[config.mk]
export PLATFORM = sky130hd
export DESIGN_NAME = srt_shift_register
export DESIGN_NICKNAME = d
export VERILOG_FILES = /design/src/shared/srt_pkg.sv /design/src/verilog/srt_shift_register.sv /design/src/verilog/srt_sync.sv
export SDC_FILE = /design/constraint.sdc
export NUM_CORES = 1
export LEC_CHECK = 0
export BUFFER_PORTS_ARGS = -buffer_cell sky130_fd_sc_hd__buf_2
export CAP_MARGIN = 15
export CORE_MARGIN = 3
export CORE_UTILIZATION = 50
export CTS_CLUSTER_DIAMETER = 100
export DETAILED_ROUTE_END_ITERATION = 10
export PLACE_DENSITY = 0.71
export REMOVE_ABC_BUFFERS = 1
export SYNTH_ARGS = -nofsm -noshare
export SYNTH_HDL_FRONTEND = slang
export SYNTH_SLANG_ARGS = --single-unit
[constraint.sdc]
create_clock -name sysClk -period 2.89 [get_ports sysClk]
set_input_delay 0.578 -clock sysClk [delete_from_list [all_inputs] [get_ports sysClk]]
set_output_delay 0.578 -clock sysClk [all_outputs]
set_load 0.05 [all_outputs]
[src/shared/srt_pkg.sv]
// Constants shared by the four-stage shift register and its input synchroniser
`default_nettype none
package srt_pkg;
	localparam int SRT_STAGES = 4;
	localparam int SRT_SYNC_DEPTH = 2;
	localparam int SRT_PIN_COUNT = 8;
	localparam real SRT_CLK_PERIOD_NS = 10.0;
	localparam logic [SRT_PIN_COUNT-1:0] SRT_SYNC_RST = 8'h00;
	localparam logic SRT_EDGE_RST = 1'h0;
	localparam logic SRT_DRIVE_OFF = 1'h1;
	localparam int SRT_BIT_OE = 0;
	localparam int SRT_BIT_PAR = 1;
	localparam int SRT_BIT_SER = 5;
	localparam int SRT_BIT_LOAD = 6;
	localparam int SRT_BIT_CLK = 7;
	typedef logic [SRT_STAGES-1:0] srt_stage_t;
endpackage
`default_nettype wire

[src/verilog/srt_shift_register.sv]
// Four-stage shift register with pin clock, parallel load and gated bus outputs
// Behaviour
// The register holds exactly four stages, zero to three, forming one shift register.
// Stages change only on a falling edge of the shift clock, never on a rise or level.
// With load select high at a falling edge, stage n takes parallel input n.
// With load select low at a falling edge, stage zero takes the serial input and the rest shift up.
// Load select, serial and parallel inputs matter only at the falling edge.
// With output drive enable high and srst low the bus shows the stages, otherwise it is released.
// The output drive enable never affects loading or shifting.
// While released, the last stage is not presented, so a cascaded register gets no valid data.
// Outside logic must never enable two devices sharing a bus at once.
// The stages have no reset and stay undefined until a load or four shifts.
`timescale 1ns/1ps
`default_nettype none
module srt_shift_register
	import srt_pkg::*;
(
	// Clock and reset
	input wire logic sysClk,
	input wire logic srst,
	// Pin inputs, asynchronous to sysClk
	input wire logic shiftClock,
	input wire logic loadSelect,
	input wire logic serialIn,
	input wire logic [SRT_STAGES-1:0] parallelIn,
	input wire logic outEnable,
	// Bus outputs
	output var srt_stage_t busOut,
	output var logic busOutEn_n
);
	import srt_pkg::*;

	logic [SRT_PIN_COUNT-1:0] pinSync;
	logic clkS;
	logic loadS;
	logic serS;
	logic oeS;
	srt_stage_t parS;
	logic clkPrev_reg;
	logic clkPrev_next;
	logic fall;
	logic rise;
	srt_stage_t stage_reg;
	srt_stage_t stage_next;
	logic drvOff_reg;
	logic drvOff_next;

	srt_sync uSync (
		.sysClk(sysClk),
		.srst(srst),
		.pinIn({shiftClock, loadSelect, serialIn, parallelIn, outEnable}),
		.pinSync(pinSync)
	);

	// All pins share one pipeline depth, so data stays aligned with the clock sample
	assign clkS = pinSync[SRT_BIT_CLK];
	assign loadS = pinSync[SRT_BIT_LOAD];
	assign serS = pinSync[SRT_BIT_SER];
	assign parS = pinSync[SRT_BIT_PAR +: SRT_STAGES];
	assign oeS = pinSync[SRT_BIT_OE];

	assign fall = clkPrev_reg & ~clkS;
	assign rise = ~clkPrev_reg & clkS;

	// Edge detector
	always_comb
	begin
		clkPrev_next = srst ? SRT_EDGE_RST : clkS;
	end

	always_ff @(posedge sysClk)
	begin
		clkPrev_reg <= clkPrev_next;
	end

	// Stage update; enable and srst deliberately play no part
	always_comb
	begin
		stage_next = stage_reg;
		if (fall)
		begin
			if (loadS)
				stage_next = parS;
			else
				stage_next = {stage_reg[SRT_STAGES-2:0], serS};
		end
	end

	// No reset here: stages power up undefined
	always_ff @(posedge sysClk)
	begin
		stage_reg <= stage_next;
	end

	// Bus drive control
	always_comb
	begin
		drvOff_next = srst ? SRT_DRIVE_OFF : ~oeS;
	end

	always_ff @(posedge sysClk)
	begin
		drvOff_reg <= drvOff_next;
	end

	assign busOut = stage_reg;
	assign busOutEn_n = drvOff_reg;
endmodule
`default_nettype wire

[src/verilog/srt_sync.sv]
// Two-flop synchroniser for a group of pin inputs
`timescale 1ns/1ps
`default_nettype none
module srt_sync
	import srt_pkg::*;
(
	// Clock and reset
	input wire logic sysClk,
	input wire logic srst,
	// Pins and their synchronised copy
	input wire logic [SRT_PIN_COUNT-1:0] pinIn,
	output var logic [SRT_PIN_COUNT-1:0] pinSync
);
	logic [SRT_PIN_COUNT-1:0] meta_reg;
	logic [SRT_PIN_COUNT-1:0] meta_next;
	logic [SRT_PIN_COUNT-1:0] sync_reg;
	logic [SRT_PIN_COUNT-1:0] sync_next;

	// First flop feeds only the second one
	always_comb
	begin
		meta_next = srst ? SRT_SYNC_RST : pinIn;
		sync_next = srst ? SRT_SYNC_RST : meta_reg;
	end

	always_ff @(posedge sysClk)
	begin
		meta_reg <= meta_next;
		sync_reg <= sync_next;
	end

	assign pinSync = sync_reg;
endmodule
`default_nettype wire
Word-level counts from Yosys, hierarchy flattened

Cells that the tools add are included.
Widths: inputs -> output; s select.

Magnitude comparators: 0
Multiplexer cells: 1
$mul: 0
Eq/ne operators: 0
$add $sub $neg: 0
Bitwise gates (word level): 3
Shift operators: 0
Reductions and logical operators: 0
Div/mod/pow operators: 0

Operators by type and width:

| kind        | number |
|---|---|
| $mux 4      | 1 |
| $not 1->1   | 2 |
| $and 1x1->1 | 1 |

Output and inout bits: 5
Memories: 0
Input port bits: 10
Word-level logic and storage cells: 9
ROM bits: 0
Bits in registers: 22
Memory bits (writable): 0
Latch bits: 0

Depth between registers and ports, before layout

Gate-level depths: netlist (run 1).

Depth in word-level cells: 2
Depth in mapped cells: 2
Depth with buffers taken out: 1

Modules after synthesis

From an unflattened synthesis (run 1), not the netlist that was laid out.

Cells, all modules: 46
Area, all modules: 688.2 µm²

Modules (own cells, without submodules):

| module             | area each (µm²) | sequential area each (µm²) | instances | cells an instance |
|---|---|---|---|---|
| srt_sync           | 464.2           | 320.3                      | 1         | 33 |
| srt_shift_register | 224.0           | 160.2                      | 1         | 13 |

Least setup slack after synthesis (run 1)

OpenSTA, ideal clock, no wires.

Path kind: flip-flop to output port
Start: register stage_reg[0] (netlist: busOut[0])
End: output busOut[0]
Slack: 1.699 ns
Stages on the path, launching flop included: 1
Data required time: 2.312 ns
Data arrival time: 0.613 ns
Cells stage by stage: edfxtp_1

RTL lines:

| item                     | line                     | text |
|---|---|---|
| start: declaration       | srt_shift_register.sv:43 | `srt_stage_t stage_reg;` |
| start signal: assignment | srt_shift_register.sv:92 | `stage_reg <= stage_next;` |
| end: declaration         | srt_shift_register.sv:28 | `output var srt_stage_t busOut,` |

No word-level cell between the ends.

Worst setup path after layout (run 1)

Start: register stage_reg[1] (netlist: busOut[1])
End: output busOut[1]

No word-level cell between the ends.

==> results.sh, run 1 <==
export IMPL_power_switching_w=0.0000963
export IMPL_max_freq_mhz=674
export IMPL_p_leak_nw=0.333
export IMPL_htreeDepth=1
export IMPL_slowest_stage="edfxtp_1"
export IMPL_ys_types=7
export IMPL_worst_endpoint_required_ns=2.31
export IMPL_sw_frac_of_total_pct=18.8
export IMPL_p_int_w=0.000415
export IMPL_setup_tns_ns=0
export IMPL_setup_slack_ns=1.41
export IMPL_slew_headroom_pct=77.7
export IMPL_ctsResizeCount=0
export IMPL_area_delta_synth_final_pct=17.0
export IMPL_fin_nets=74
export IMPL_grt_overflow=0
export IMPL_synth_seq_cells=22
export IMPL_layout_cells_most_common="dfxtp_1"
export IMPL_hold_class="register to register"
export IMPL_synth_area_per_cell_um2=14.4
export IMPL_yosysTopAreaCell="dfxtp_1"
export IMPL_layout_common_cells="dfxtp_1 (18), buf_2 (14), nor2b_1 (13)"
export IMPL_die_w_um=42.4
export IMPL_worst_pin_slew_ns=0.333
export IMPL_wl_per_cell_um=8.55
export IMPL_ant_nets=0
export IMPL_synth_top_cell_area_share_pct=54.4
export IMPL_final_core_util_pct=66.1
export IMPL_insertion_delay_ns=0.29
export IMPL_peakVddDrop_mv=0.321
export IMPL_cts_root_buffer="clkbuf_4"
export IMPL_clk_pin_slew_ns=0.11
export IMPL_cts_setup_buffers=0
export IMPL_critPathTopFamily="flip-flops"
export IMPL_crit_fanout=2
export IMPL_hold_viol_final=0
export IMPL_fp_coreArea_um2=1170
export IMPL_crit_type="register to output port"
export IMPL_p_clk_share_pct=30.8
export IMPL_ctsHoldBuffers=0
export IMPL_vias=325
export IMPL_synthTopCellsByArea="dfxtp_1 (54%), edfxtp_1 (18%), nor2b_1 (12%)"
export IMPL_via_per_inst=4.22
export IMPL_wirelength_um=658
export IMPL_fin_hold_ws_ns=0.390
export IMPL_place_ws_ns=1.73
export IMPL_cts_buffer_depth=2
export IMPL_finalSetupViolations=0
export IMPL_cts_buffers=3
export IMPL_cts_sinks=22
export IMPL_routabilityCongestion=0.659
export IMPL_slew_viol_final=0
export IMPL_n_antenna_cell=0
export IMPL_status="finished clean"
export IMPL_syn_area_um2=662
export IMPL_critPathCaptureType="output port"
export IMPL_power_frac_comb_pct=5.2
export IMPL_synthCells=46
export IMPL_io_pins=15
export IMPL_slowest_delay_ns=0.39
export IMPL_die_area_um2=1800
export IMPL_maxCapViolations=0
export IMPL_path_cells="buf_2"
export IMPL_rsz0062_at_grt="no"
export IMPL_synth_yosys_seq_area_share_pct=72.6
export IMPL_portBuffers=14
export IMPL_antenna_found_initial=0
export IMPL_dr_pass1_iters=4
export IMPL_crit_buf_inv=1
export IMPL_dp_cells=73
export IMPL_fin_cells=77
export IMPL_die_h_um=42.4
export IMPL_yosysWarnings=0
export IMPL_cp_start_kind="register"
export IMPL_initial_utilization_pct=56.5
export IMPL_grt_first_pass_wirelength_mm=1.06
export IMPL_cts_tree="done"
export IMPL_seqPwrFrac_pct=64.0
export IMPL_power_density_nw_per_um2=660
export IMPL_rows=12
export IMPL_drcViolationCount=0
export IMPL_grt_pass1_vias=274
export IMPL_track_usage_pct=8.11
export IMPL_fin_crit_sh_pct=51.3
export IMPL_drtIter0Drc=1
export IMPL_drive_above_1_share_pct=34.9
export IMPL_grt_max_degree=19
export IMPL_worstPathArrival_ns=0.91
export IMPL_skew_ns=0.00270
export IMPL_layout_min_cycle_time_ns=1.48
==> logic make-up (layout without fill, tap and decap cells) <==
logic type	count (synthesis)	in the layout	share of synthesized area, %
and+or+nand+nor	19	19	18.9
buffers and inverters	1	18	1.70
muxes	4	4	6.80
DFF	22	22	72.6
==> synthesized netlist by cell type, drive strengths merged <==
library cell / instances
nand2b: 1
and2b: 5
nor2b: 13
buf: 1
mux2: 4
edfxtp: 4
dfxtp: 18
==> metal layers <==
layer | part of all wire (%) | track usage, % | vias to the layer above
li1 | - | - | 179
met1 | 46 | 9.76 | 128
met2 | 43 | 11.2 | 16
met3 | 10 | 2.58 | 2
met4 | 0.61 | 7.45 | 0
met5 | 0 | 0 | -
==> cell type report <==
| cell class | instances | area (um^2) |
|---|---|---|
| clock buffers | 4 | 36.3 |
| fillers | 87 | 397 |
| multi-input cells | 23 | 170 |
| flip-flops and latches | 22 | 480 |
| repair buffers | 14 | 70.1 |
| well taps | 14 | 17.5 |
==> power groups by stage <==
stage                     clock network, W  registers, W   logic, W
after floorplan                          0      0.000339  0.0000112
after global placement                   0      0.000334  0.0000265
after detailed placement                 0      0.000334  0.0000270
after CTS                         0.000161      0.000327  0.0000270
after global routing              0.000175      0.000328  0.0000296
final                             0.000157      0.000327  0.0000267
==> stage by stage <==
stage	instance area, um^2	power, W
after floorplan	651	0.000350
after global placement	738	0.000361
after detailed placement	738	0.000361
after CTS	774	0.000516
after global routing	774	0.000533
final	774	0.000511
==> worst paths after layout <==
path,start,to,slack (ns),depth (start not counted)
max,busOut[1]$_DFFE_PP_,busOut[1],1.41,1
min,uSync.pinSync[0]$_SDFF_PP0_,busOutEn_n$_SDFF_PP1_,0.39,1
max reg2reg,uSync.pinSync[6]$_SDFF_PP0_,busOut[1]$_DFFE_PP_,1.89,1
min reg2reg,uSync.pinSync[0]$_SDFF_PP0_,busOutEn_n$_SDFF_PP1_,0.39,1
(Power assumes the default switching activity.)
==> inputs of run 2 (changes only) <==
- ABC_AREA: unset -> 1
- CORE_UTILIZATION: 50 -> 49
- PLACE_DENSITY: 0.71 -> 0.69
- clock period: 2.89 -> 1.4 ns (I/O delays scaled with it)
==> run 2 against run 1 <==
Area after synthesis grew 5.5%. Clock-buffer cell count is 1 lower. Utilization rose by 0.64 points. Register-to-register slack worse by 1.4 ns. Sequential share of layout area fell by 2.9 points. Highest routed layer unchanged. Critical endpoint unchanged.
==> results.sh, run 2 <==
export IMPL_antenna_found_initial=0
export IMPL_worst_pin_slew_ns=0.318
export IMPL_die_area_um2=1910
export IMPL_grt_overflow=0
export IMPL_async_flop_share_pct=0
export IMPL_io_pins=15
export IMPL_wl_per_cell_um=7.28
export IMPL_post_dp_cell_area_um2=759
export IMPL_worstPathArrival_ns=0.93
export IMPL_grt_pass1_vias=353
export IMPL_slew_headroom_pct=78.7
export IMPL_skew_ns=0.00124
export IMPL_p_leak_nw=0.413
export IMPL_p_int_w=0.000979
export IMPL_hold_class="input port to register"
export IMPL_synth_yosys_seq_area_share_pct=68.8
export IMPL_max_freq_mhz=823
export IMPL_via_per_inst=3.92
export IMPL_portBuffers=14
export IMPL_routabilityCongestion=0.669
export IMPL_yosysTopAreaCell="dfxtp_1"
export IMPL_synth_top_cell_area_share_pct=51.6
export IMPL_critPathCaptureType="output port"
export IMPL_critPathTopFamily="flip-flops"
export IMPL_place_ws_ns=0.489
export IMPL_drive_above_1_share_pct=19.8
export IMPL_worst_endpoint_required_ns=1.12
export IMPL_hold_viol_final=0
export IMPL_synthCells=75
export IMPL_cts_buffer_depth=2
export IMPL_grt_first_pass_wirelength_mm=1.39
export IMPL_path_cells="buf_2"
export IMPL_synthTopCellsByArea="dfxtp_1 (52%), edfxtp_1 (17%), inv_1 (11%)"
export IMPL_synth_seq_cells=22
export IMPL_synth_edf_count=4
export IMPL_peakVddDrop_mv=1.01
export IMPL_layout_common_cells="inv_1 (20), nor2_1 (18), dfxtp_1 (18)"
export IMPL_rows=12
export IMPL_setup_tns_ns=0
export IMPL_dr_pass1_iters=4
export IMPL_drcViolationCount=0
export IMPL_drtIter0Drc=4
export IMPL_synth_commonest_cells="inv_1 (20), dfxtp_1 (18), nor2_1 (18)"
export IMPL_yosysWarnings=0
export IMPL_cts_buffers=3
export IMPL_vias=412
export IMPL_crit_type="register to output port"
export IMPL_grt_max_degree=19
export IMPL_power_density_nw_per_um2=1470
export IMPL_die_h_um=43.7
export IMPL_clk_pin_slew_ns=0.11
export IMPL_finalSetupViolations=0
export IMPL_synth_flop_cell="dfxtp_1"
export IMPL_crit_fanout=2
export IMPL_rsz0062_at_grt="no"
export IMPL_sw_frac_of_total_pct=18.0
export IMPL_area_delta_synth_final_pct=16.3
export IMPL_p_clk_share_pct=38.9
export IMPL_ys_types=7
export IMPL_ctsResizeCount=0
export IMPL_final_core_util_pct=66.8
export IMPL_initial_utilization_pct=57.4
export IMPL_dp_hpwl_um=528
export IMPL_die_w_um=43.7
export IMPL_crit_buf_inv=1
export IMPL_cts_sinks=22
export IMPL_layout_min_cycle_time_ns=1.21
export IMPL_track_usage_pct=10.2
export IMPL_fin_nets=102
export IMPL_syn_area_um2=698
export IMPL_setup_slack_ns=0.185
export IMPL_slowest_delay_ns=0.41
export IMPL_cts_root_buffer="clkbuf_4"
export IMPL_wirelength_um=764
export IMPL_fp_coreArea_um2=1220
export IMPL_seqPwrFrac_pct=56.6
export IMPL_insertion_delay_ns=0.30
export IMPL_htreeDepth=1
export IMPL_slowest_stage="edfxtp_1"
export IMPL_cp_start_kind="register"
export IMPL_slew_viol_final=0
export IMPL_synth_area_per_cell_um2=9.31
export IMPL_final_area_um2=812
export IMPL_power_frac_comb_pct=4.6
export IMPL_cts_setup_buffers=0
export IMPL_ant_nets=0
export IMPL_synth_most_common_cell="inv_1"
export IMPL_n_antenna_cell=0
export IMPL_ctsHoldBuffers=0
export IMPL_maxCapViolations=0
export IMPL_cts_tree="done"
export IMPL_layout_cells_most_common="inv_1"
export IMPL_power_switching_w=0.000216
export IMPL_status="finished clean"
export IMPL_fin_crit_sh_pct=86.8
==> run 2: power groups by stage <==
stage | Sequential, W | Combinational (W) | Clock, W
5_1_grt | 0.000679 | 0.0000649 | 0.000512
4_1_cts | 0.000676 | 0.0000554 | 0.000481
2_1_floorplan | 0.000698 | 0.0000227 | 0
6_report | 0.000676 | 0.0000547 | 0.000464
3_5_place_dp | 0.000690 | 0.0000553 | 0
3_3_place_gp | 0.000690 | 0.0000536 | 0
==> run 2: worst paths after layout <==
kind	end	cells after the start	startpoint	slack (ns)
setup / recovery	busOut[1]	1	busOut[1]$_DFFE_PP_	0.19
hold reg to reg	busOutEn_n$_SDFF_PP1_	1	uSync.pinSync[0]$_SDFF_PP0_	0.39
hold / removal	uSync.meta_reg[0]$_SDFF_PP0_	3	outEnable	0.17
setup reg to reg	busOut[0]$_DFFE_PP_	2	clkPrev_reg$_SDFF_PP0_	0.48
==> run 2: cell families (layout without fill, tap and decap cells) <==
| family | count (synthesis) | after routing | synth area share (%) |
|---|---|---|---|
| DFF | 22 | 22 | 68.8 |
| and+or+nand+nor | 31 | 31 | 16.7 |
| buffers and inverters | 22 | 38 | 14.5 |
==> run 2: per-layer routing <==
metal  global-route usage, %  vias to the layer above  wire length [um]
li1                        -                      241                 -
met4                    9.04                        0                14
met1                    11.2                      155               362
met5                       0                        -                 0
met2                    15.4                       14               321
met3                    3.73                        2                65
==> run 2: cell type report <==
cell class              count  area, um^2
inverters                  20        75.1
well taps                  14        17.5
fillers                    93         404
multi-input cells          31         116
clock inverters             1        30.0
clock buffers               3        22.5
repair buffers             14        70.1
flip-flops and latches     22         480
==> run 2: through the flow <==
step           instances  hold slack (ns)  total power [W]
3_5_place_dp         101            0.365         0.000745
5_1_grt              105            0.163          0.00126
3_3_place_gp         101            0.354         0.000743
6_report             105            0.170          0.00119
2_1_floorplan         73            0.350         0.000721
4_1_cts              105            0.156          0.00121
==> inputs of run 3 (changes only) <==
- CORE_UTILIZATION: 49 -> 40
- PLACE_DENSITY: 0.69 -> 0.7
==> run 3 against run 2 <==
Combinational power about the same. Utilization is 16 points lower. Clock-buffer cell count increased by 1. Power down 11%. Critical path type unchanged. Critical endpoint is now busOut[2]. Largest power group unchanged. Highest routed layer unchanged.
==> results.sh, run 3 (synthesis results as in run 2) <==
export IMPL_status="finished clean"
export IMPL_p_leak_nw=0.406
export IMPL_layout_common_cells="inv_1 (20), nor2_1 (18), dfxtp_1 (18)"
export IMPL_hold_viol_final=0
export IMPL_worst_pin_slew_ns=0.317
export IMPL_crit_buf_inv=1
export IMPL_ctsResizeCount=0
export IMPL_hold_class="input port to register"
export IMPL_fp_coreArea_um2=1580
export IMPL_fin_nets=102
export IMPL_portBuffers=14
export IMPL_cts_tree="done"
export IMPL_htreeDepth=1
export IMPL_rrSetupSlack_ns=0.48
export IMPL_via_per_inst=3.91
export IMPL_area_delta_synth_final_pct=14.3
export IMPL_multiInputGateArea_um2=116
export IMPL_cts_setup_buffers=0
export IMPL_rsz0062_at_grt="no"
export IMPL_rr_endpoint="busOut[0]$_DFFE_PP_"
export IMPL_antenna_found_initial=0
export IMPL_wl_per_cell_um=7.55
export IMPL_worstPathArrival_ns=0.93
export IMPL_die_area_um2=2280
export IMPL_slowest_delay_ns=0.40
export IMPL_die_h_um=47.8
export IMPL_vias=418
export IMPL_grt_overflow=0
export IMPL_fillCellCount=153
export IMPL_grt_pass1_vias=310
export IMPL_max_freq_mhz=829
export IMPL_hold_depth=3
export IMPL_dp_cells=103
export IMPL_critPathCaptureType="output port"
export IMPL_slew_headroom_pct=78.8
export IMPL_ant_nets=0
export IMPL_wirelength_um=808
export IMPL_initial_utilization_pct=44.3
export IMPL_fin_cells=107
export IMPL_rr_worst_depth=2
export IMPL_power_density_nw_per_um2=1340
export IMPL_io_pins=15
export IMPL_crit_type="register to output port"
export IMPL_cts_sinks=22
export IMPL_drcViolationCount=0
export IMPL_n_antenna_cell=0
export IMPL_crit_fanout=2
export IMPL_drtIter0Drc=3
export IMPL_peakVddDrop_mv=0.561
export IMPL_worst_endpoint_required_ns=1.12
export IMPL_cts_buffers=3
export IMPL_clk_pin_slew_ns=0.12
export IMPL_die_w_um=47.8
export IMPL_path_cells="buf_2"
export IMPL_r2r_start="clkPrev_reg$_SDFF_PP0_"
export IMPL_slowest_stage="edfxtp_1"
export IMPL_cts_root_buffer="clkbuf_4"
export IMPL_ctsHoldBuffers=0
export IMPL_dp_hpwl_um=565
export IMPL_critPathTopFamily="flip-flops"
export IMPL_finalSetupViolations=0
export IMPL_maxCapViolations=0
export IMPL_slew_viol_final=0
export IMPL_holdCritStartpoint="parallelIn[3]"
export IMPL_routabilityCongestion=0.749
export IMPL_dr_pass1_iters=3
export IMPL_insertion_delay_ns=0.30
export IMPL_skew_ns=0.00619
export IMPL_setup_tns_ns=0
export IMPL_layout_min_cycle_time_ns=1.21
export IMPL_cts_buffer_depth=2
export IMPL_drive_above_1_share_pct=19.8
export IMPL_grt_first_pass_wirelength_mm=1.24
export IMPL_grt_max_degree=19
export IMPL_ff_latch_area_um2=480
export IMPL_rows=14
export IMPL_power_w=0.00107
export IMPL_track_usage_pct=8.52
export IMPL_cp_start_kind="register"
export IMPL_worstHoldEndpoint="uSync.meta_reg[4]$_SDFF_PP0_"
export IMPL_fin_crit_sh_pct=86.2
export IMPL_layout_cells_most_common="inv_1"
run 3: cell types whose count changed in the layout (fill, tap and decap cells not counted):
cell,before,now
bufinv_16,1,0
clkbuf_8,0,1
run 3: per-layer routing:
layer | global-route usage, % | vias up | wire length [um]
met5 | 0 | - | 0
met3 | 4.51 | 2 | 76
met4 | 8.06 | 0 | 20
met2 | 10.6 | 16 | 325
met1 | 10.2 | 160 | 385
li1 | - | 240 | -
run 3: area by class of cell:
| type | count | area share [%] |
|---|---|---|
| Sequential cell | 22 | 60.2 |
| Multi-Input combinational cell | 31 | 14.6 |
| Inverter | 20 | 9.40 |
| Timing Repair Buffer | 14 | 8.78 |
| Clock buffer | 4 | 4.55 |
| Tap cell | 16 | 2.51 |
run 3: metrics by stage:
step | worst slack [ns] | util [%] | area [um^2] | hold WS [ns]
2_1_floorplan | 0.377 | - | 672 | 0.350
3_3_place_gp | 0.521 | 48.3 | 762 | 0.354
3_5_place_dp | 0.479 | 48.3 | 762 | 0.373
4_1_cts | 0.174 | 50.6 | 798 | 0.158
5_1_grt | 0.132 | 50.6 | 798 | 0.163
6_report | 0.193 | 50.6 | 798 | 0.165
run 3: how the worst max path moves through the flow:
stage	startpoint	end	depth (start not counted)
global placement	clkPrev_reg$_SDFF_PP0_	busOut[3]$_DFFE_PP_	2
global route	busOut[0]$_DFFE_PP_	busOut[0]	1
floorplan	busOut[0]$_DFFE_PP_	busOut[1]$_DFFE_PP_	2
CTS	busOut[0]$_DFFE_PP_	busOut[0]	1
detailed placement	clkPrev_reg$_SDFF_PP0_	busOut[2]$_DFFE_PP_	2
finish	busOut[2]$_DFFE_PP_	busOut[2]	1
run 3: worst reg2reg max path, stage by stage (launching register included):
cell and delay [ns]:
dfxtp_1 0.33, inv_1 0.03, nor2_1 0.25
run 3: where the power goes:
group	internal [W]	switching [W]	leakage [nW]
registers	0.000668	0.00000713	0.185
clock network	0.000159	0.000179	0.0210
logic	0.0000210	0.0000336	0.200
total	0.000848	0.000220	0.406
